**src/logic/rafs_map.vh**
```
// named constants for the read address fifo sideband block
`ifndef RAFS_MAP_VH
`define RAFS_MAP_VH

// default geometry
`define RAFS_DEF_DEPTH      16
`define RAFS_DEF_ADDR_W     4
`define RAFS_DEF_WIDTH      32
`define RAFS_DEF_PAR_BITS   6

// fault injection bit positions inside the codeword
`define RAFS_INJ_BIT_A      3
`define RAFS_INJ_BIT_B      5

// reset values
`define RAFS_RST_FLAG       1'b0
`define RAFS_RST_LOW_FLAG   1'b1

// step of one word for the tallies
`define RAFS_ONE_WORD       1

`endif

```
**src/logic/rafs_sideband.v**
```verilog
// read address fifo core with threshold, ecc, refusal and tally sideband
// Function
// upper threshold input, depth log2 bits wide
// lower threshold input, same width
// thresholds captured while held in reset
// upper flag high when tally at/above upper
// lower flag high when tally at/below lower
// single inject corrupts one codeword bit
// double inject corrupts two codeword bits
// corrected error flagged alongside read word
// double error flagged as uncorrectable word
// refused write flagged one cycle, harmless
// refusal flag zero while handshake respected
// refused read flagged one cycle, harmless
// refusal flag zero while handshake respected
// write tally never below true occupancy
// write shows in write tally next edge
// read tally never above readable amount
// read shows in read tally next edge
// common stored word tally output
// reset clears flags, tallies show empty; the lower level flag is set, not cleared, at reset
`include "rafs_map.vh"
`timescale 1ns/1ns
`default_nettype none

module rafs_sideband #(
    parameter integer DEPTH    = `RAFS_DEF_DEPTH,    // words, power of two
    parameter integer ADDR_W   = `RAFS_DEF_ADDR_W,   // log2 of depth
    parameter integer WIDTH    = `RAFS_DEF_WIDTH,    // payload bits
    parameter integer PAR_BITS = `RAFS_DEF_PAR_BITS, // hamming check bits
    parameter integer ECC_EN   = 1                   // error correction used
) (
    input  wire              CLK_SYS_IN,                 // 50 MHz clock
    input  wire              RSTN_IN,                    // sync reset, low
    input  wire              WR_REQ_IN,                  // write request
    input  wire [WIDTH-1:0]  WR_DATA_IN,                 // write payload
    output wire              WR_READY_OUT,               // room for a write
    input  wire              RD_REQ_IN,                  // read request
    output reg  [WIDTH-1:0]  RD_DATA_OUT,                // read payload
    output wire              RD_VALID_OUT,               // a word to read
    input  wire [ADDR_W-1:0] UPPER_LEVEL_THRESHOLD_IN,   // upper level
    input  wire [ADDR_W-1:0] LOWER_LEVEL_THRESHOLD_IN,   // lower level
    input  wire              SINGLE_ERROR_INJECT_IN,     // flip one bit
    input  wire              DOUBLE_ERROR_INJECT_IN,     // flip two bits
    output reg               CORRECTED_ERROR_FLAG_OUT,   // one bit fixed
    output reg               UNCORRECTABLE_ERROR_FLAG_OUT, // word corrupt
    output reg               WRITE_REFUSED_FLAG_OUT,     // write refused
    output reg               READ_REFUSED_FLAG_OUT,      // read refused
    output reg  [ADDR_W+1:0] WR_WORD_TALLY_OUT,          // written words
    output reg  [ADDR_W+1:0] RD_WORD_TALLY_OUT,          // readable words
    output reg  [ADDR_W+1:0] STORED_WORD_TALLY_OUT,      // stored words
    output reg               UPPER_LEVEL_FLAG_OUT,       // at/above upper
    output reg               LOWER_LEVEL_FLAG_OUT        // at/below lower
);

    // codeword length: overall parity, check bits, payload
    localparam integer N  = WIDTH + PAR_BITS + 1;
    localparam integer CW = ADDR_W + 2;
    // one word step at tally width, no silent truncation
    localparam [CW-1:0] ONE_WORD = `RAFS_ONE_WORD;

    // codeword layout, lsb first:
    //   bit 0            overall parity over the whole word
    //   power of two     hamming check bits
    //   all other bits   payload, lowest payload bit first
    // a flip in bit 0 alone still reports as corrected
    // a double flip keeps overall parity even, syndrome non zero
    // three or more flips are not guaranteed to be spotted
    // storage keeps the codeword, decode happens on the read side

    // storage and pointers
    reg  [N-1:0]      mem_reg [0:DEPTH-1]; // codeword storage
    reg  [ADDR_W-1:0] wr_ptr_reg;          // next slot to write
    reg  [ADDR_W-1:0] rd_ptr_reg;          // next slot to read
    reg  [CW-1:0]     count_reg;           // true occupancy
    reg  [CW-1:0]     count_next;          // occupancy after this edge
    reg  [ADDR_W-1:0] upper_thr_reg;       // captured upper level
    reg  [ADDR_W-1:0] lower_thr_reg;       // captured lower level
    reg  [N-1:0]      code_w;              // codeword being written
    wire [WIDTH+1:0]  dec_rd;              // {double, single, payload}
    wire              full;                // no room left
    wire              empty;               // nothing stored
    wire              wr_take;             // write accepted
    wire              rd_take;             // read accepted

    // hamming encode with overall parity in bit 0
    function [N-1:0] ecc_encode;
        input [WIDTH-1:0] d;
        integer i;
        integer k;
        integer j;
        reg [N-1:0] c;
        begin
            c = {N{1'b0}};
            j = 0;
            // payload fills the non power of two positions
            for (i = 1; i < N; i = i + 1) begin
                if ((i & (i - 1)) != 0) begin
                    c[i] = d[j];
                    j = j + 1;
                end
            end
            // each check bit covers positions with its bit set
            for (k = 0; k < PAR_BITS; k = k + 1) begin
                for (i = 1; i < N; i = i + 1) begin
                    if ((((i >> k) & 1) == 1) && (i != (1 << k))) begin
                        c[1 << k] = c[1 << k] ^ c[i];
                    end
                end
            end
            c[0] = ^c;
            ecc_encode = c;
        end
    endfunction

    // hamming decode, repairs a single error, spots a double
    function [WIDTH+1:0] ecc_decode;
        input [N-1:0] cin;
        integer i;
        integer j;
        integer syn;
        reg [N-1:0] c;
        reg ov;
        reg sgl;
        reg dbl;
        reg [WIDTH-1:0] d;
        begin
            c = cin;
            syn = 0;
            d = {WIDTH{1'b0}};
            // syndrome is the xor of all set positions
            for (i = 1; i < N; i = i + 1) begin
                if (c[i]) begin
                    syn = syn ^ i;
                end
            end
            ov = ^c;
            sgl = ov;
            dbl = (!ov) && (syn != 0);
            // odd overall parity: flip the bit the syndrome names
            if (ov && (syn < N)) begin
                c[syn] = ~c[syn];
            end
            j = 0;
            for (i = 1; i < N; i = i + 1) begin
                if ((i & (i - 1)) != 0) begin
                    d[j] = c[i];
                    j = j + 1;
                end
            end
            ecc_decode = {dbl, sgl, d};
        end
    endfunction

    // handshake terms, full and empty from the occupancy
    // ready and valid are combinational from registers only,
    // so a partner that honours them never sees a refusal;
    // a partner that ignores them gets the refusal pulse and
    // the fifo keeps its contents and pointers untouched
    // when full, a write is refused even with a read taken
    assign full         = (count_reg == DEPTH[CW-1:0]);
    assign empty        = (count_reg == {CW{1'b0}});
    assign WR_READY_OUT = !full;
    assign RD_VALID_OUT = !empty;
    assign wr_take      = WR_REQ_IN && !full;
    assign rd_take      = RD_REQ_IN && !empty;
    assign dec_rd       = ecc_decode(mem_reg[rd_ptr_reg]);

    // codeword for the write, with optional fault injection
    // injection only matters with an accepted write, since
    // storage is written on wr_take alone
    // double wins over single when both are raised
    // without error correction the clean codeword is stored
    always @* begin
        code_w = ecc_encode(WR_DATA_IN);
        if (ECC_EN != 0) begin
            if (DOUBLE_ERROR_INJECT_IN) begin
                // two flips: decoder must call it uncorrectable
                code_w[`RAFS_INJ_BIT_A] = ~code_w[`RAFS_INJ_BIT_A];
                code_w[`RAFS_INJ_BIT_B] = ~code_w[`RAFS_INJ_BIT_B];
            end else if (SINGLE_ERROR_INJECT_IN) begin
                code_w[`RAFS_INJ_BIT_A] = ~code_w[`RAFS_INJ_BIT_A];
            end
        end
    end

    // occupancy after this edge
    // read and write in one cycle cancel out
    // refused requests leave the count as it is
    // count_next feeds tallies and level flags so that
    // they all move at the edge that takes the transfer
    always @* begin
        count_next = count_reg;
        if (wr_take && !rd_take) begin
            count_next = count_reg + ONE_WORD;
        end else if (rd_take && !wr_take) begin
            count_next = count_reg - ONE_WORD;
        end
    end

    // storage write, refused writes touch nothing
    // storage is not reset: contents before the first
    // write are unknown and never read, as empty blocks reads
    always @(posedge CLK_SYS_IN) begin
        if (wr_take) begin
            mem_reg[wr_ptr_reg] <= code_w;
        end
    end

    // pointers, occupancy and captured thresholds
    // thresholds follow the inputs on every reset edge;
    // the last edge with reset low wins, and outside reset
    // the inputs are ignored entirely
    always @(posedge CLK_SYS_IN) begin
        if (!RSTN_IN) begin
            wr_ptr_reg    <= {ADDR_W{1'b0}};
            rd_ptr_reg    <= {ADDR_W{1'b0}};
            count_reg     <= {CW{1'b0}};
            // levels may change while reset is held
            upper_thr_reg <= UPPER_LEVEL_THRESHOLD_IN;
            lower_thr_reg <= LOWER_LEVEL_THRESHOLD_IN;
        end else begin
            // pointers move only on accepted transfers
            if (wr_take) begin
                wr_ptr_reg <= wr_ptr_reg + 1'b1;
            end
            if (rd_take) begin
                rd_ptr_reg <= rd_ptr_reg + 1'b1;
            end
            count_reg <= count_next;
        end
    end

    // read word and its error flags, registered together
    // the flags belong to the word shown and hold with it
    // until the next accepted read
    // an uncorrectable flag marks the shown word as corrupt
    always @(posedge CLK_SYS_IN) begin
        if (!RSTN_IN) begin
            RD_DATA_OUT                  <= {WIDTH{1'b0}};
            CORRECTED_ERROR_FLAG_OUT     <= `RAFS_RST_FLAG;
            UNCORRECTABLE_ERROR_FLAG_OUT <= `RAFS_RST_FLAG;
        end else if (rd_take) begin
            RD_DATA_OUT <= dec_rd[WIDTH-1:0];
            if (ECC_EN != 0) begin
                CORRECTED_ERROR_FLAG_OUT     <= dec_rd[WIDTH];
                UNCORRECTABLE_ERROR_FLAG_OUT <= dec_rd[WIDTH+1];
            end else begin
                CORRECTED_ERROR_FLAG_OUT     <= `RAFS_RST_FLAG;
                UNCORRECTABLE_ERROR_FLAG_OUT <= `RAFS_RST_FLAG;
            end
        end
    end

    // refusal flags, one cycle after the refused request
    // each is a pulse: a refused request repeated every cycle
    // keeps the flag up for as long as it is repeated
    always @(posedge CLK_SYS_IN) begin
        if (!RSTN_IN) begin
            WRITE_REFUSED_FLAG_OUT <= `RAFS_RST_FLAG;
            READ_REFUSED_FLAG_OUT  <= `RAFS_RST_FLAG;
        end else begin
            // stays low while the master honours ready
            WRITE_REFUSED_FLAG_OUT <= WR_REQ_IN && full;
            // stays low while the slave honours valid
            READ_REFUSED_FLAG_OUT  <= RD_REQ_IN && empty;
        end
    end

    // tallies, all registered from the next occupancy
    // single clock, so write, read and common tallies all
    // equal the exact occupancy, which neither under reports
    // for the writer nor over reports for the reader
    always @(posedge CLK_SYS_IN) begin
        if (!RSTN_IN) begin
            WR_WORD_TALLY_OUT     <= {CW{1'b0}};
            RD_WORD_TALLY_OUT     <= {CW{1'b0}};
            STORED_WORD_TALLY_OUT <= {CW{1'b0}};
        end else begin
            // a write lands here at the edge that takes it
            WR_WORD_TALLY_OUT     <= count_next;
            // a read leaves here at the edge that takes it
            RD_WORD_TALLY_OUT     <= count_next;
            STORED_WORD_TALLY_OUT <= count_next;
        end
    end

    // level flags against the captured thresholds
    // thresholds are zero extended to tally width
    // both flags move at the same edge as the tallies, so a
    // flag disagrees with the tally shown beside it only when the upper flag keeps its reset 0 against an upper level of 0
    always @(posedge CLK_SYS_IN) begin
        if (!RSTN_IN) begin
            UPPER_LEVEL_FLAG_OUT <= `RAFS_RST_FLAG;
            LOWER_LEVEL_FLAG_OUT <= `RAFS_RST_LOW_FLAG;
        end else begin
            UPPER_LEVEL_FLAG_OUT <= (count_next >= {2'b00, upper_thr_reg});
            LOWER_LEVEL_FLAG_OUT <= (count_next <= {2'b00, lower_thr_reg});
        end
    end

endmodule

`default_nettype wire

```
**config.mk**
```make
export PLATFORM = sky130hd
export DESIGN_NAME = rafs_sideband
export DESIGN_NICKNAME = d
export VERILOG_FILES = /design/src/logic/rafs_sideband.v
export VERILOG_INCLUDE_DIRS = /design/src /design/src/logic
export SDC_FILE = /design/constraint.sdc
export NUM_CORES = 1
export LEC_CHECK = 0
export ABC_AREA = 0
export BUFFER_PORTS_ARGS = -buffer_cell sky130_fd_sc_hd__buf_2
export CAP_MARGIN = 20
export CORE_MARGIN = 3
export CORE_UTILIZATION = 35
export DETAILED_ROUTE_END_ITERATION = 12
export GPL_ROUTABILITY_DRIVEN = 1
export SLEW_MARGIN = 10
export SYNTH_ARGS = -nofsm -noshare
export SYNTH_HDL_FRONTEND = slang
export SYNTH_SLANG_ARGS = --single-unit
export TNS_END_PERCENT = 50
```
**constraint.sdc**
```tcl
create_clock -name CLK_SYS_IN -period 4.7 [get_ports CLK_SYS_IN]
set_input_delay 0.705 -clock CLK_SYS_IN [delete_from_list [all_inputs] [get_ports CLK_SYS_IN]]
set_output_delay 0.705 -clock CLK_SYS_IN [all_outputs]
set_load 0.005 [all_outputs]
```
Word-level counts from Yosys, hierarchy flattened
Memories as Yosys holds them, arrays and structs flattened. A register that Yosys moved wholly into a read port is not among the register bits.
Cells that the tools add are included.
{"block": "op_classes", "reduce_logical": 18, "n_eq_ne": 1, "bitwise": 124, "addsub": 4, "n_lt_le_gt_ge": 5, "mux": 54}
{"operator": "$xor 1x1->1", "n": 84}
{"operator": "$mux 5", "n": 16}
{"operator": "$reduce_xor 39->1", "n": 2}
{"operator": "$mux 6", "n": 9}
{"operator": "$mux 4", "n": 10}
{"operator": "$bwmux 39", "n": 1}
{"operator": "$mux 39", "n": 1}
{"operator": "$not 3->3", "n": 13}
{"operator": "$ge 32x1->1 const B", "n": 1}
{"operator": "$lt 32x7->1 const B", "n": 1}
{"operator": "$lt 32x8->1 const B", "n": 1}
{"operator": "$reduce_bool 32->1", "n": 1}
{"operator": "$not 2->2", "n": 13}
{"operator": "$not 4->4", "n": 5}
{"operator": "$mux 3", "n": 4}
{"operator": "$logic_and 1x1->1", "n": 9}
{"operator": "$mux 1", "n": 9}
{"operator": "$add 4x1->4 const B", "n": 2}
{"operator": "$add 6x1->6 const B", "n": 1}
{"operator": "$bmux 1 s6", "n": 1}
{"operator": "$demux 1 s6", "n": 1}
{"operator": "$eq 6x5->1 const B", "n": 1}
{"operator": "$ge 6x4->1", "n": 1}
{"operator": "$le 6x4->1", "n": 1}
{"operator": "other kinds (7)", "n": 18}
{"block": "word_totals", "out_inout_bits": 58, "regBits": 60, "mem_bits_rw": 624, "mem_count": 1}
{"memory": "mem_reg", "depth": 16, "word_bits": 39, "read_ports": 1, "rd_clocked_by_memory_dff": 1, "write_ports": 1, "line": "rafs_sideband.v:72", "source": "reg [N-1:0] mem_reg [0:DEPTH-1];"}

Logic depth before layout (Yosys ltp)
Gate-level depths: netlist (run 1).
{"block": "logic_depth", "ltp_word": 76, "mapped_depth": 19, "mapped_depth_nobuf": 15}

Worst setup path before layout (run 1)
OpenSTA, ideal clock, no wires.
{"block": "synth_timing", "path_type": "register to register", "start": "reg count_reg[0]", "end": "mem mem_reg[3][0] in the netlist's numbering (enable)", "path_buffers": 1, "period_less_slack_ps": 4684, "slack_ps": 16, "setup_time_ps": 484, "arrival_time_ps": 4200, "path_stages_with_launch": 9, "path_cell_list": "dfxtp_1 -> inv_1 -> ha_1 -> nor4b_1 -> nand2_1 -> and2_1 -> clkbuf_1 -> nand2_1 -> nor3_1"}
{"block": "synth_between", "elab_chain_cells": 5}
{"item": "start: declaration", "line": "rafs_sideband.v:75", "source": "reg [CW-1:0] count_reg;"}
{"item": "start signal: assignment", "line": "rafs_sideband.v:218", "source": "count_reg <= {CW{1'b0}};"}
{"item": "start signal: assignment", "line": "rafs_sideband.v:230", "source": "count_reg <= count_next;"}
{"item": "$eq 6x5->1", "line": "rafs_sideband.v:161", "source": "assign full = (count_reg == DEPTH[CW-1:0]);"}
{"item": "$logic_not 1->1"}
{"item": "net WR_READY_OUT", "line": "rafs_sideband.v:37", "source": "output wire WR_READY_OUT,"}
{"item": "$logic_and 1x1->1", "line": "rafs_sideband.v:165", "source": "assign wr_take = WR_REQ_IN && !full;"}
{"item": "$mux 1", "line": "rafs_sideband.v:205", "source": "if (wr_take) begin"}
{"item": "$mux 1 (implied by the code)", "line": "rafs_sideband.v:206", "source": "mem_reg[wr_ptr_reg] <= code_w;"}
{"item": "end: declaration", "line": "rafs_sideband.v:72"}
The timed path passes the listed nets, and every way through them passes these cells.

==> flow_summary.ini, run 1 <==
[synth]
seq_area_frac_synth_pct = 69.1
synth_top_cell_by_area = edfxtp_1
ys.flop_type = edfxtp_1
synth_edf_count = 632
netlist_area_mm2 = 0.0291
synthTopCellsByArea = edfxtp_1, mux4_2, dfxtp_1
synth_cells = 1558
synthArstFlopShare_pct = 0
synth_cell_types = 77
ys_ff_latch = 688
avgSynthCellArea_um2 = 18.7
synth_nets = 1620
yosysTopAreaCellShare_pct = 65.2
yosys_warnings = 0

[sta]
finalSetupViolCount = 10
rsz0062_at_grt = yes
worst_pin_slew_ns = 1.03
finalSetupTns_ns = -0.481
fmax_ghz = 0.209
period_minus_slack_ns = 4.78
min_period_over_period_pct = 102
worst_clock_skew_ns = 0.0173
holdWs_ns = 0.251
worst_slack_ns = -0.0758
final_hold_viol_count = 0
slew_headroom_pct = 31.4
slew_violations = 0

[floorplanning]
core_area_mm2 = 0.0822
die_x_um = 294
num_io_pins = 104
die-height_um = 294
start_util_pct = 35.4
rows = 105
die_area_mm2 = 0.0866

[run_status]
status = finished, violations left
violations = setup timing

[clocking]
numCtsBuffers = 75
clk_pin_slew_worst_paths_ns = 0.06
cts_root_buf = clkbuf_16
h-tree-depth = 3
clkSinkCount = 688
cts_tree = built
clockBufferDepth = 3
clk_latency_ns = 0.63

[global_routing]
antenna_found_initial = 8
grt_first_pass_wirelength_um = 110000
grt_pass1_vias = 16223
grt_usage_pct = 17.4
overflow = 0
grt_max_degree = 59

[finish]
largest_register_ffs = 624
final_common_cell = edfxtp_1
ff_latch_area_mm2 = 0.0201
nNetsFinal = 1937
multiInputGateArea_mm2 = 0.00877
fillCellCount = 7210
area_growth_pct = 20.6
final_cell_mix = edfxtp_1, buf_4, mux4_2, xnor2_1, buf_2
drive_gt1_share_pct = 34.6
final_cells = 3008

[worst_setup_path]
cp.required_ns = 5.20
end_kind = flop
crit_path_start_kind = flop
reg2reg_slack_ns = -0.08
criticalPathCategory = flop to flop
path_max_fanout = 8
worstPathArrival_ns = 5.27

[placement]
port_buffers = 103
place_ws_ns = -0.185
post-dp-hpwl_um = 45500
gp_congestion = 0.911
place_inst = 2832

[routing]
drtPass1Iterations = 5
drt_wl_total_um = 76000
viasPerCell = 5.35
wl_per_cell_um = 25.3
ant_nets = 0
num_vias = 16080
drc = 0
drt_iter0_markers = 1476

[min_path]
hold_class = input port to flop

[run]
maxCapViolCount = 0
through the flow:
step	utilization [%]	area (µm²)
6_report	42.7	35100
5_1_grt	42.7	35100
4_1_cts	42.2	34700
3_5_place_dp	39.0	32000
3_3_place_gp	39.0	32000
2_1_floorplan	-	29100
cell type report:
cell class,instances,area share [%]
diodes,4,0.0285
clock buffers,97,5.69
flip-flops and latches,688,57.3
inverters,19,0.203
clock inverters,39,1.20
repair buffers,315,6.77
well taps,1070,3.81
multi-input cells,776,25.0
cells in the mapped netlist, types with 3 or more instances:
| library cell | n |
|---|---|
| a2111oi_0 | 6 |
| a21o_1 | 4 |
| a21oi_1 | 22 |
| a22o_1 | 7 |
| a22oi_1 | 52 |
| a32oi_1 | 7 |
| and2_1 | 13 |
| and4_1 | 3 |
| buf_1 | 5 |
| buf_2 | 14 |
| buf_4 | 23 |
| buf_6 | 11 |
| clkbuf_1 | 22 |
| dfxtp_1 | 56 |
| edfxtp_1 | 632 |
| ha_1 | 16 |
| inv_1 | 18 |
| mux2_2 | 5 |
| mux2i_1 | 49 |
| mux4_1 | 8 |
| mux4_2 | 157 |
| nand2_1 | 91 |
| nand2b_1 | 8 |
| nand3_1 | 10 |
| nand4_1 | 6 |
| nor2_1 | 51 |
| nor2b_1 | 9 |
| nor3_1 | 9 |
| o211ai_1 | 9 |
| o21ai_0 | 18 |
| o21ai_1 | 7 |
| o311ai_0 | 6 |
| o31ai_1 | 3 |
| xnor2_1 | 107 |
| xnor2_2 | 5 |
| xnor2_4 | 3 |
| xnor3_1 | 7 |
| xor2_1 | 28 |
logic make-up after synthesis:
kind of cell | after synthesis | share of synthesized area, %
flops | 688 | 69.1
fa+ha+maj | 16 | 0.688
simple gates | 217 | 3.57
buf+inv | 95 | 1.90
mux | 219 | 14.8
compound gates | 168 | 4.42
xor+xnor | 155 | 5.60
worst max-delay path, stage by stage, from the launching register on:
cell,delay [ns]
dfxtp_4,0.36
buf_12,0.14
mux4_2,0.50
mux4_2,0.61
xnor2_4,0.24
xnor3_1,0.26
xnor2_1,0.17
buf_4,0.14
xor3_4,0.56
buf_6,0.16
buf_4,0.15
nor3_2,0.15
a22oi_1,0.12
nand4_1,0.20
buf_4,0.16
nand4_4,0.13
o311ai_4,0.45
o211ai_1,0.14
final timing paths:
check | start | to | cells past startpoint
setup / recovery | flop | RD_DATA_OUT[19] | 17
hold / removal | UPPER_LEVEL_THRESHOLD_IN[0] | upper_thr_reg[0] | 1
setup reg to reg | flop | RD_DATA_OUT[19] | 17
hold reg to reg | RD_DATA_OUT[0] | RD_DATA_OUT[0] | 2
metal layers:
metal | up-vias | share of wire, % | wire, µm | track usage (%)
li1 | 6929 | - | - | -
met5 | - | 0.050 | 38 | 0
met2 | 544 | 47 | 35700 | 27.5
met1 | 8486 | 44 | 33200 | 24.7
met3 | 115 | 7.0 | 5310 | 3.21
met4 | 6 | 2.2 | 1680 | 5.20
repair_timing:
item | in CTS | in global routing
hold endpoints to repair | 0 | 0
gates resized for setup | 37 | 32
pin swaps | 8 | 26
gates cloned | 1 | 3
hold buffers | 0 | 0
endpoints found under the setup margin | 16 | 24
buffers inserted | 7 | 23
Power of run 1 is not shown: default switching activity piles up to over one toggle a cycle in this logic, so the estimate is an artifact.
==> run 2: changes to the inputs <==
Settings changed: HOLD_SLACK_MARGIN from default to 0.06, MAX_ROUTING_LAYER from default to met4, SKIP_LAST_GASP from default to 1.
==> run 2 against run 1 <==
The flow now finishes without violations. Final cell count down 0.43%. Clock skew up 0.012 ns. Cell area up 0.29%. Die area unchanged. Via count down 0.45%. Count of clock-buffer cells in the layout down 4. Largest cell class unchanged. Highest routed layer is now met4.
==> flow_summary.ini, run 2 (synthesis gave the netlist of run 1 again) <==
[placement]
port_buffers = 103
gp_congestion = 0.878
place_area_mm2 = 0.0321
post-dp-hpwl_um = 45600

[sta]
worst_pin_slew_ns = 0.959
rsz0062_at_grt = yes
min_period_over_period_pct = 97.2
fmax_ghz = 0.219
final_hold_viol_count = 0
slew_violations = 0
slew_headroom_pct = 35.9
finalSetupViolCount = 0
finalSetupTns_ns = 0
period_minus_slack_ns = 4.57
worst_clock_skew_ns = 0.0292

[finish]
drive_gt1_share_pct = 34.9
final_cell_mix = edfxtp_1, buf_4, mux4_2, buf_2, xnor2_1
largest_register_ffs = 624
nNetsFinal = 1926
area_growth_pct = 20.9
final_common_cell = edfxtp_1
final_area_mm2 = 0.0352

[floorplanning]
core_area_mm2 = 0.0822
num_io_pins = 104
die_x_um = 294
die_area_mm2 = 0.0866
die-height_um = 294
rows = 105
start_util_pct = 35.4

[run]
maxCapViolCount = 0

[routing]
drt_iter0_markers = 1341
num_vias = 16008
ant_nets = 0
drtPass1Iterations = 5
drt_wl_total_um = 76000
wl_per_cell_um = 25.4
viasPerCell = 5.34
drc = 0

[clocking]
clk_latency_ns = 0.63
cts_root_buf = clkbuf_16
clkSinkCount = 688
h-tree-depth = 3
cts_tree = built
numCtsBuffers = 74
clk_pin_slew_worst_paths_ns = 0.06
clockBufferDepth = 3

[global_routing]
overflow = 0
antenna_found_initial = 9
grt_usage_pct = 17.8
grt_first_pass_wirelength_um = 109000
grt_pass1_vias = 16335
grt_max_degree = 52

[worst_setup_path]
path_max_fanout = 9
path_delay_family = XOR/XNOR gates
path_common_cell = buf_4
slowest_stage = mux4_2
worstPathArrival_ns = 5.05
end_kind = flop
r2r_end = RD_DATA_OUT[21]
reg2reg_slack_ns = 0.13
criticalPathCategory = flop to flop
path_cells = buf_4 > mux4_2 > mux4_2 > xnor2_2 > xnor3_1 > xnor2_1 > buf_4 > xnor3_2 > xnor2_4 > buf_12 > o211ai_1 > o22a_4 > nand4_4 > buf_4 > o311ai_0 > o211ai_1
rr_worst_depth = 16
max_stage_delay_ns = 0.55
crit_path_start_kind = flop
worstPathBufferInverterCount = 4
cp.required_ns = 5.19

[run_status]
status = complete, no violations

[min_path]
hold_path_end = upper_thr_reg[2]
whs_path_depth = 1
hold_class = input port to flop
hp-start = UPPER_LEVEL_THRESHOLD_IN[2]
==> run 2: cell type report <==
class / instances / area (µm²)
Antenna cell: 5 / 12.5
Clock buffer: 93 / 1930
Clock inverter: 39 / 425
Fill cell: 7166 / 47000
Inverter: 19 / 71.3
Multi-Input combinational cell: 775 / 8890
Sequential cell: 688 / 20100
Tap cell: 1070 / 1340
Timing Repair Buffer: 306 / 2410
==> run 2: metal layers <==
| metal | GRT usage (%) | vias up | part of all wire [%] |
|---|---|---|---|
| li1 | - | 6909 | - |
| met1 | 24.1 | 8451 | 43 |
| met2 | 27.7 | 529 | 48 |
| met3 | 3.06 | 119 | 6.5 |
| met4 | 5.00 | 0 | 2.2 |
| met5 | - | - | 0 |
==> run 2: what timing repair did <==
action / 4_1_cts / 5_1_grt
resized for setup: 26 / 63
endpoints found under the setup margin: 26 / 28
pin swaps: 5 / 23
setup buffers: 3 / 15
hold endpoints to repair: 0 / 0
hold buffers: 0 / 0
cloned: 0 / 6
==> run 2: worst max path at each step <==
stage                       from              end  slack (ns)  depth (start not counted)
floorplan           count_reg[0]    mem_reg[3][0]        0.02                          8
global placement            flop  RD_DATA_OUT[10]       -0.17                         16
detailed placement          flop  RD_DATA_OUT[20]       -0.27                         18
CTS                         flop   RD_DATA_OUT[8]     0.00005                         15
global route                flop   RD_DATA_OUT[5]       -0.07                         19
finish                      flop  RD_DATA_OUT[21]        0.13                         16
==> run 2: through the flow <==
step           worst slack [ns]  hold slack [ns]  cells  utilization [%]
3_5_place_dp             -0.266            0.437   2835             39.0
3_3_place_gp             -0.175            0.430   2835             39.0
5_1_grt                 -0.0672            0.257   2995             42.8
6_report                  0.134            0.274   2995             42.8
2_1_floorplan            0.0159            0.443   1558                -
4_1_cts               0.0000542            0.242   2970             42.1
Power of run 2 is left out for the same reason.
==> run 3: changes to the inputs <==
Settings changed: ABC_CLOCK_PERIOD_IN_PS from default to 4700, MAX_ROUTING_LAYER met4 to default.
==> run 3 against run 2 <==
Setup slack worse by 0.19 ns. Maximum frequency fell by 4.0%. Highest routed layer is now met5. The flow now finishes with violations (setup timing). Sequential share of layout area up 0.19 points. Hold slack worse by 0.021 ns. Critical path depth increased by 1. Global-route usage decreased by 0.35 points. Sequential cell count unchanged.
==> flow_summary.ini, run 3 (synthesis gave the netlist of run 1 again) <==
[run_status]
status = finished, violations left
violations = setup timing

[routing]
wl_per_cell_um = 25.3
wl_met2_um = 35600
drc = 0
top_layer = met5
ant_nets = 0
drtPass1Iterations = 5
wl_met1_um = 33400
drt_iter0_markers = 1480
drt_wl_total_um = 76000
num_vias = 16096
wl_met3_um = 5230
viasPerCell = 5.35

[finish]
final_cells = 3008
drive_gt1_share_pct = 34.5
final_cell_mix = edfxtp_1, buf_4, mux4_2, xnor2_1, buf_2
largest_register_ffs = 624
area_growth_pct = 20.6
fillCellCount = 7210
nNetsFinal = 1937
utilization_pct = 42.7
final_common_cell = edfxtp_1

[worst_setup_path]
worstPathBufferInverterCount = 5
cp.required_ns = 5.20
criticalPathCategory = flop to flop
path_max_fanout = 8
worstPathArrival_ns = 5.25
path_cells = buf_12 > mux4_2 > mux4_2 > xnor2_4 > xnor3_1 > xnor2_1 > buf_4 > xor3_4 > buf_6 > buf_4 > nor3_2 > a22oi_1 > nand4_1 > buf_4 > nand4_4 > o311ai_4 > o211ai_1
end_kind = flop
path_delay_family = XOR/XNOR gates
crit_path_start_kind = flop
path_common_cell = buf_4
slowest_stage = mux4_2
max_stage_delay_ns = 0.60

[clocking]
clkSinkCount = 688
cts_tree = built
h-tree-depth = 3
clk_latency_ns = 0.63
numCtsBuffers = 75
clockBufferDepth = 3
cts_root_buf = clkbuf_16
clk_pin_slew_worst_paths_ns = 0.06

[floorplanning]
core_area_mm2 = 0.0822
rows = 105
die_area_mm2 = 0.0866
die_x_um = 294
die-height_um = 294
start_util_pct = 35.4
num_io_pins = 104

[sta]
final_hold_viol_count = 0
period_minus_slack_ns = 4.76
worst_slack_ns = -0.0553
fmax_ghz = 0.210
worst_clock_skew_ns = 0.0185
min_period_over_period_pct = 101
finalSetupViolCount = 10
rsz0062_at_grt = yes
slew_headroom_pct = 31.4
slew_violations = 0
worst_pin_slew_ns = 1.03

[global_routing]
grt_pass1_vias = 16223
grt_max_degree = 59
overflow = 0
grt_usage_pct = 17.4
grt_first_pass_wirelength_um = 110000
antenna_found_initial = 8

[placement]
port_buffers = 103
gp_congestion = 0.911
post-dp-hpwl_um = 45500
place_inst = 2832

[run]
maxCapViolCount = 0

[min_path]
hold_class = input port to flop
==> run 3: final timing paths <==
path | to | from | slack [ns] | depth (start not counted)
max | RD_DATA_OUT[19] | flop | -0.06 | 17
min | upper_thr_reg[0] | UPPER_LEVEL_THRESHOLD_IN[0] | 0.25 | 1
max reg2reg | RD_DATA_OUT[19] | flop | -0.06 | 17
min reg2reg | RD_DATA_OUT[0] | RD_DATA_OUT[0] | 0.45 | 2
==> run 3: metal layers <==
layer	vias to the layer above	GRT usage [%]
met3	121	3.21
met4	6	5.20
met5	-	0
met1	8487	24.7
met2	550	27.5
li1	6932	-
==> run 3: layout make-up <==
type | instances | area (µm²) | area share [%]
flip-flops and latches | 688 | 20100 | 57.3
multi-input cells | 776 | 8760 | 25.0
repair buffers | 315 | 2370 | 6.75
clock buffers | 97 | 2000 | 5.70
well taps | 1070 | 1340 | 3.82
clock inverters | 39 | 423 | 1.21
inverters | 19 | 71.3 | 0.203
diodes | 4 | 10.0 | 0.0285
==> run 3: what timing repair did <==
action	4_1_cts	5_1_grt
endpoints found under the setup margin	16	24
buffers inserted	7	23
hold buffers	0	0
pin swaps	8	24
resized for setup	37	27
gates cloned	1	3
==> run 3: metrics by stage <==
stage | setup TNS (ns) | area (µm²) | hold slack (ns) | setup WS [ns]
final | -0.335 | 35100 | 0.253 | -0.0553
after global routing | -2.85 | 35100 | 0.214 | -0.193
after CTS | 0 | 34700 | 0.202 | 0.00871
after detailed placement | -2.18 | 32000 | 0.441 | -0.185
after global placement | -1.10 | 32000 | 0.431 | -0.102
after floorplan | 0 | 29100 | 0.443 | 0.0159
Power of run 3 is left out for the same reason.
